**config.mk**
```make
export PLATFORM = sky130hd
export DESIGN_NAME = bidirectional_port_pins
export DESIGN_NICKNAME = d
export VERILOG_FILES = /design/src/core/gpio_port_pkg.sv /design/src/core/port_reg_bank.sv /design/src/core/bidirectional_port_pins.sv
export VERILOG_INCLUDE_DIRS = /design/src /design/src/core
export SDC_FILE = /design/constraint.sdc
export NUM_CORES = 1
export LEC_CHECK = 0
export ABC_CLOCK_PERIOD_IN_PS = 2150
export BUFFER_PORTS_ARGS = -buffer_cell sky130_fd_sc_hd__buf_2
export CAP_MARGIN = 20
export CORE_UTILIZATION = 40
export CTS_BUF_LIST = sky130_fd_sc_hd__clkbuf_4
export DETAILED_ROUTE_END_ITERATION = 12
export GPL_ROUTABILITY_DRIVEN = 0
export PLACE_DENSITY = 0.68
export SETUP_SLACK_MARGIN = 0.05
export SYNTH_ARGS = -nofsm -noshare
export SYNTH_HDL_FRONTEND = slang
export SYNTH_SLANG_ARGS = --single-unit
export TNS_END_PERCENT = 20
```
**constraint.sdc**
```tcl
create_clock -name clk -period 2.15 [get_ports clk]
set_input_delay 0 -clock clk [delete_from_list [all_inputs] [get_ports clk]]
set_output_delay 0 -clock clk [all_outputs]
set_load 0.03 [all_outputs]
```
**src/core/gpio_port_consts.svh**
```systemverilog
/*
  Constants for the bidirectional port block: widths and reset values.
  Assumes inclusion by the package and by the design modules.
*/
`ifndef GPIO_PORT_CONSTS_SVH
`define GPIO_PORT_CONSTS_SVH
// =====================================================================
// Geometry
`define PORT_WIDTH      8
`define PORT_COUNT      13
`define PORT_SEL_W      4
// =====================================================================
// Reset values
`define DIR_RESET       8'h00
`define LATCH_RESET     8'h00
`endif

```
**src/core/gpio_port_pkg.sv**
```systemverilog
/*
  Types shared by the port modules.
  Assumes the constants header sits in the include path.
*/
`include "gpio_port_consts.svh"
package gpio_port_pkg;
  // =====================================================================
  // Types
  typedef logic [`PORT_WIDTH-1:0]  port_word_t;
  typedef logic [`PORT_SEL_W-1:0]  port_sel_t;
endpackage

```
**src/core/port_reg_bank.sv**
```systemverilog
/*
  Small register bank holding one word per port, registered read port.
  Assumes one writer and one reader on the same clock.
*/
`timescale 1ns/1ns
`include "gpio_port_consts.svh"
module port_reg_bank #(
  parameter int WIDTH = `PORT_WIDTH,
  parameter int DEPTH = `PORT_COUNT,
  parameter int SEL_W = `PORT_SEL_W
) (
  // Clock and reset
  input  wire logic             clk,
  input  wire logic             rst_n,
  // Write side
  input  wire logic             wr_en,
  input  wire logic [SEL_W-1:0] wr_sel,
  input  wire logic [WIDTH-1:0] wr_data,
  // Read side
  input  wire logic [SEL_W-1:0] rd_sel,
  output logic      [WIDTH-1:0] rd_data,
  // Whole contents, for pin drive
  output logic      [WIDTH*DEPTH-1:0] all_data
);
  // =====================================================================
  // Storage
  logic [WIDTH-1:0] mem      [DEPTH];  // Stored words
  logic [WIDTH-1:0] next_mem [DEPTH];  // Their next values
  logic [WIDTH-1:0] next_rd;           // Next read word

  // Next values: write one entry, pick the read word
  always_comb begin
    for (int i = 0; i < DEPTH; i++) begin
      next_mem[i] = (wr_en && wr_sel == SEL_W'(i)) ? wr_data : mem[i];
    end
    next_rd = '0;
    // Out-of-range select reads as zero
    if (rd_sel < SEL_W'(DEPTH)) begin
      next_rd = mem[rd_sel];
    end
  end

  // Register storage and read data
  always_ff @(posedge clk or negedge rst_n) begin
    if (!rst_n) begin
      for (int i = 0; i < DEPTH; i++) begin
        mem[i] <= '0;
      end
      rd_data <= '0;
    end else begin
      mem     <= next_mem;
      rd_data <= next_rd;
    end
  end

  // Flatten contents for continuous use
  genvar g;
  generate
    for (g = 0; g < DEPTH; g++) begin : g_flat
      assign all_data[g*WIDTH +: WIDTH] = mem[g];
    end
  endgenerate
endmodule // port_reg_bank

```
**src/core/bidirectional_port_pins.sv**
```systemverilog
/*
  Bidirectional general-purpose ports: per-pin direction, data latches,
  pin drive and readback. Assumes the processor side is synchronous to
  clk and that pin inputs are asynchronous.
*/
`timescale 1ns/1ns
`include "gpio_port_consts.svh"
module bidirectional_port_pins #(
  parameter int WIDTH = `PORT_WIDTH,
  parameter int PORTS = `PORT_COUNT
) (
  // Clock and reset
  input  wire logic                    clk,
  input  wire logic                    rst_n,
  // Processor access
  input  wire logic                    wr_en,
  input  wire logic                    wr_dir,
  input  wire gpio_port_pkg::port_sel_t port_sel,
  input  wire gpio_port_pkg::port_word_t wr_data,
  input  wire logic                    rd_en,
  output gpio_port_pkg::port_word_t    rd_data,
  output gpio_port_pkg::port_word_t    rd_dir,
  output logic                         rd_valid,
  // Pins
  input  wire logic [WIDTH*PORTS-1:0]  pin_in,
  output logic      [WIDTH*PORTS-1:0]  pin_out,
  output logic      [WIDTH*PORTS-1:0]  pin_oe_n
);
  import gpio_port_pkg::*;

  // =====================================================================
  // Direction registers and pin synchroniser
  logic [WIDTH*PORTS-1:0] dir;        // 1 = output
  logic [WIDTH*PORTS-1:0] next_dir;
  logic [WIDTH*PORTS-1:0] pin_meta;   // First stage, read only by pin_sync
  logic [WIDTH*PORTS-1:0] pin_sync;   // Safe pin levels
  logic [WIDTH*PORTS-1:0] latch_all;  // Latch contents from bank
  logic [WIDTH*PORTS-1:0] next_oe_n;
  logic [WIDTH*PORTS-1:0] next_out;
  port_word_t             latch_rd;   // Registered latch read
  port_word_t             next_rd;
  port_word_t             next_rdir;
  logic                   rd_pend;    // Read issued last cycle
  port_sel_t              rd_sel_q;   // Its port

  // Next direction: a direction write touches one port only
  always_comb begin
    next_dir = dir;
    for (int p = 0; p < PORTS; p++) begin
      if (wr_en && wr_dir && port_sel == port_sel_t'(p)) begin
        next_dir[p*WIDTH +: WIDTH] = wr_data;
      end
    end
  end

  // Register direction and two-stage pin sampling
  always_ff @(posedge clk or negedge rst_n) begin
    if (!rst_n) begin
      dir      <= '0;             // All pins float at reset
      pin_meta <= '0;
      pin_sync <= '0;
    end else begin
      dir      <= next_dir;
      pin_meta <= pin_in;
      pin_sync <= pin_meta;
    end
  end

  // =====================================================================
  // Data latches: written regardless of direction
  port_reg_bank #(
    .WIDTH (WIDTH),
    .DEPTH (PORTS),
    .SEL_W (`PORT_SEL_W)
  ) u_latch (
    .clk      (clk),
    .rst_n    (rst_n),
    .wr_en    (wr_en && !wr_dir),  // Latch write ignores direction
    .wr_sel   (port_sel),
    .wr_data  (wr_data),
    .rd_sel   (port_sel),
    .rd_data  (latch_rd),
    .all_data (latch_all)
  );

  // =====================================================================
  // Pin drive and readback
  always_comb begin
    // Enable low while driving; direction 1 drives the latch
    next_oe_n = ~next_dir;
    next_out  = next_dir & latch_all;
    next_rd   = '0;
    next_rdir = '0;
    for (int p = 0; p < PORTS; p++) begin
      if (rd_sel_q == port_sel_t'(p)) begin
        // Per bit: latch for outputs, pin for inputs
        next_rd = (dir[p*WIDTH +: WIDTH] & latch_rd)
                | (~dir[p*WIDTH +: WIDTH] & pin_sync[p*WIDTH +: WIDTH]);
        next_rdir = dir[p*WIDTH +: WIDTH];
      end
    end
  end

  // Register outputs; read answers two cycles after request
  always_ff @(posedge clk or negedge rst_n) begin
    if (!rst_n) begin
      pin_oe_n <= '1;
      pin_out  <= '0;
      rd_pend  <= 1'b0;
      rd_sel_q <= '0;
      rd_valid <= 1'b0;
      rd_data  <= '0;
      rd_dir   <= '0;
    end else begin
      pin_oe_n <= next_oe_n;
      pin_out  <= next_out;
      rd_pend  <= rd_en;
      rd_sel_q <= port_sel;
      rd_valid <= rd_pend;
      rd_data  <= rd_pend ? next_rd : rd_data;
      rd_dir   <= rd_pend ? next_rdir : rd_dir;
    end
  end

  // =====================================================================
  // Checks
  // Enables come from the next direction, so they track dir exactly
  property p_float_on_input;
    @(posedge clk) disable iff (!rst_n)
      pin_oe_n == ~dir;
  endproperty
  a_float_on_input: assert property (p_float_on_input)
    else $error("pin enable does not follow direction");

  // A floating pin carries no stale drive value
  property p_float_no_drive;
    @(posedge clk) disable iff (!rst_n)
      (pin_out & pin_oe_n) == '0;
  endproperty
  a_float_no_drive: assert property (p_float_no_drive)
    else $error("floating pin carries a drive value");

  // Driven bits show the latch one cycle after it settles

  property p_drive_latch;
    @(posedge clk) disable iff (!rst_n)
      ##1 ((pin_out & ~pin_oe_n) == ($past(latch_all) & ~pin_oe_n));
  endproperty
  a_drive_latch: assert property (p_drive_latch)
    else $error("driven pin differs from latch");

  // Any fully driven port reads back its latch, whatever loads the pins
  property p_readback_out;
    @(posedge clk) disable iff (!rst_n)
      rd_pend && rd_sel_q < PORTS && (&dir[rd_sel_q*WIDTH +: WIDTH])
      |=> (rd_valid && rd_data == $past(latch_rd));
  endproperty
  a_readback_out: assert property (p_readback_out)
    else $error("output readback not from latch");

  // A floating port 0 reads back its synchronised pin levels
  property p_readback_in;
    @(posedge clk) disable iff (!rst_n)
      rd_pend && dir[WIDTH-1:0] == '0 && rd_sel_q == '0
      |=> (rd_data == $past(pin_sync[WIDTH-1:0]));
  endproperty
  a_readback_in: assert property (p_readback_in)
    else $error("input readback not from pin");

  // A latch write never moves a pin enable, so inputs stay floating
  property p_write_input_float;
    @(posedge clk) disable iff (!rst_n)
      wr_en && !wr_dir |=> pin_oe_n == $past(pin_oe_n);
  endproperty
  a_write_input_float: assert property (p_write_input_float)
    else $error("latch write drove an input pin");

  property p_dir_write;
    @(posedge clk) disable iff (!rst_n)
      wr_en && wr_dir && port_sel == '0 |=> dir[WIDTH-1:0] == $past(wr_data);
  endproperty
  a_dir_write: assert property (p_dir_write)
    else $error("direction write not stored");

  // Direction only changes through a direction write
  property p_dir_hold;
    @(posedge clk) disable iff (!rst_n)
      !(wr_en && wr_dir) |=> dir == $past(dir);
  endproperty
  a_dir_hold: assert property (p_dir_hold)
    else $error("direction changed without a direction write");

  property p_reset_float;
    @(posedge clk) $rose(rst_n) |-> (dir == '0 && pin_oe_n == '1);
  endproperty
  a_reset_float: assert property (p_reset_float)
    else $error("pins not floating after reset");

  property p_read_timing;
    @(posedge clk) disable iff (!rst_n)
      rd_en |=> ##1 rd_valid;
  endproperty
  a_read_timing: assert property (p_read_timing)
    else $error("read answer late");

  // Read results stand until the next answer
  property p_read_hold;
    @(posedge clk) disable iff (!rst_n)
      !rd_pend |=> (!rd_valid && $stable(rd_data) && $stable(rd_dir));
  endproperty
  a_read_hold: assert property (p_read_hold)
    else $error("read result changed without a read");
endmodule // bidirectional_port_pins

```
==> impl_metrics.tcl <==
set metrics [dict create \
    multiInputGateArea_um2 7020 \
    syn_nets 1789 \
    antenna_found_initial 1 \
    wirelength_mm 78.5 \
    pre_cts_slack_ns 0.102 \
    p_leak_nw 15.5 \
    fillers 4956 \
    ys_types 59 \
    synth_top_cell_by_area "dfrtp_1" \
    synth-seq-area-share 0.680 \
    fin_nets 2542 \
    met2_usage 0.408 \
    core_um2 59500 \
    crit_path_start "port_sel[2]" \
    place_area_um2 27400 \
    cts_made_buffers 164 \
    finalMaxSlewViolations 0 \
    top_usage_layer "met2" \
    peakVddDrop_uv 517 \
    die-area_um2 61600 \
    hold_slack_ns 0.116 \
    hpwl_mm 56.3 \
    synth-edff-count 0 \
    r2r_slack_ns 0.07 \
    hp-start "port_sel[3]" \
    final_layout_size_suffix_gt1_frac 0.399 \
    cts_root_buf "clkbuf_4" \
    seqCellArea_um2 16500 \
    tns_ns -0.192 \
    criticalPathCategory "in -> reg" \
    post-route-period-util 1.03 \
    die_w_um 248 \
    routedWlPerCell_um 23.6 \
    via_per_inst 5.21 \
    via_count 17300 \
    path_clk_slew_ns 0.06 \
    die_y_um 248 \
    met3_usage 0.0752 \
    synth_warnings 0 \
    yosys-top-cells-count "dfrtp_1 (550), mux2i_1 (183), mux2_2 (141), nor2b_1 (131), inv_1 (109)" \
    cts_tree "done" \
    grt.total_usage 0.259 \
    synth_top_cell_area_share 0.568 \
    worst_setup_path_end_kind "register" \
    first_global_vias 18000 \
    grt_pass1_wl_mm 114 \
    syn_to_final_growth_pct 31.8 \
    cts_setup_buffers 0 \
    synth_area_leaders "dfrtp_1 (57%), dfstp_2 (11%), mux2i_1 (7.6%)" \
    skew_ns 0.0588 \
    drt_iter0_markers 1619 \
    min_to "u_latch.rd_data[7]" \
    maxCapViolCount 0 \
    grt_max_degree 103 \
    num_io_pins 346 \
    finalSetupViolCount 7 \
    r2r_start "rd_sel_q[0]" \
    synth_seq_cells 654 \
    grt.overflow.total 0 \
    required_ns 2.98 \
    syn_avg_cell_area_um2 14.5 \
    hp-class "in -> reg" \
    hold_path_depth 5 \
    ff2ff_path_depth 5 \
    cp_max_fo 9 \
    fmax_ghz 0.452 \
    relSlewSlack 0.545 \
    arrival_ns 3.04 \
    portBuffers 345 \
    setup_slack_ns -0.0611 \
    synthFlopType "dfrtp_1" \
    h-tree-depth 4 \
    synthCells 1668 \
    status "finished with violations" \
    yosysMostFrequentCell "dfrtp_1" \
    clock-sinks 654 \
    initial_core_util 0.408 \
    insertion_delay_ns 1.01 \
    async_flop_share 1.00 \
    failed_checks "setup timing" \
    postLayoutCellArea_um2 32000 \
    final_util 0.537 \
    syn_area_um2 24300 \
    cts_max_path_buffers 3 \
    tightest_slew_ns 0.680 \
    drc_errors 0 \
    start_kind "primary input" \
    rsz0062_at_grt "yes" \
    power.density_nw_per_um2 1000 \
    antenna_left 0 \
    r2r_end "rd_data[4]" \
    use_met1 0.336 \
    dr.pass1.iters 6 \
    num_rows 89 \
    hold_viol 0 \
    period_needed_ns 2.21 \
]
[worst max-delay path, cell delays in order]
cell           delay, ns
dlygate4sd3_1       0.53
buf_2               0.16
dlygate4sd3_1       0.68
buf_4               0.23
nand4b_1            0.20
or3_1               0.60
mux2i_1             0.55
inv_1               0.09
[flip-flops by register name, indices dropped and copies added, names as in the netlist, 8 cells and up]
register,cells
dir,104
pin_meta,104
pin_oe_n,104
pin_out,104
pin_sync,104
u_latch.all_data,104
rd_data,8
rd_dir,8
u_latch.rd_data,8
[power by group]
group | internal [mW] | total [mW] | switching, mW
clock | 5.42 | 10.4 | 5.03
combinational | 2.28 | 5.73 | 3.45
sequential | 14.2 | 15.8 | 1.60
total | 21.9 | 32.0 | 10.1
[what timing repair did]
| action | CTS | global route |
|---|---|---|
| endpoints found under the setup margin | 0 | 47 |
| gates resized for setup | 0 | 13 |
| hold buffers | 233 | 0 |
| endpoints found under the hold margin | 1187 | 0 |
[metrics by stage]
stage / instances / total power, mW
after global placement: 2795 / 21.1
final: 3325 / 32.0
after detailed placement: 2795 / 21.3
after floorplan: 1668 / 18.6
after global routing: 3325 / 33.4
after CTS: 3324 / 32.1
[cell families after synthesis]
group	synth area share
multiplexers	0.171
AND/OR/NAND/NOR	0.0622
flip-flops	0.680
AO/OA/AOI/OAI	0.0546
buffers and inverters	0.0320
[cell usage in the layout, fill, tap and decap left out, types with 46 or more instances in the layout]
cell type,count
dlygate4sd3_1,231
clkbuf_4,249
buf_2,343
a21oi_1,46
buf_4,84
mux2i_1,180
mux2_2,141
nor2b_1,130
inv_1,109
dfstp_2,104
dfrtp_1,547
[cell type report]
class,count,area share
clock buffer,249,0.0585
tap,773,0.0303
antenna,1,0.0000783
inverter,111,0.0130
multi-input combinational,818,0.220
clock inverter,47,0.00744
timing repair buffer,672,0.155
sequential,654,0.516
[worst max-delay path by stage]
stage               depth (start not counted)          end
floorplan                                   7   rd_data[4]
global route                                8  pin_out[66]
global placement                            7   rd_data[6]
CTS                                         7   rd_data[4]
finish                                      8      dir[68]
detailed placement                          7   rd_data[4]
[metal layers]
layer,vias to the layer above,part of all wire
met5,-,0
met4,0,0.034
met3,184,0.091
met2,984,0.48
met1,8777,0.40
li1,7374,-
Power figures use the tool's default switching activity.
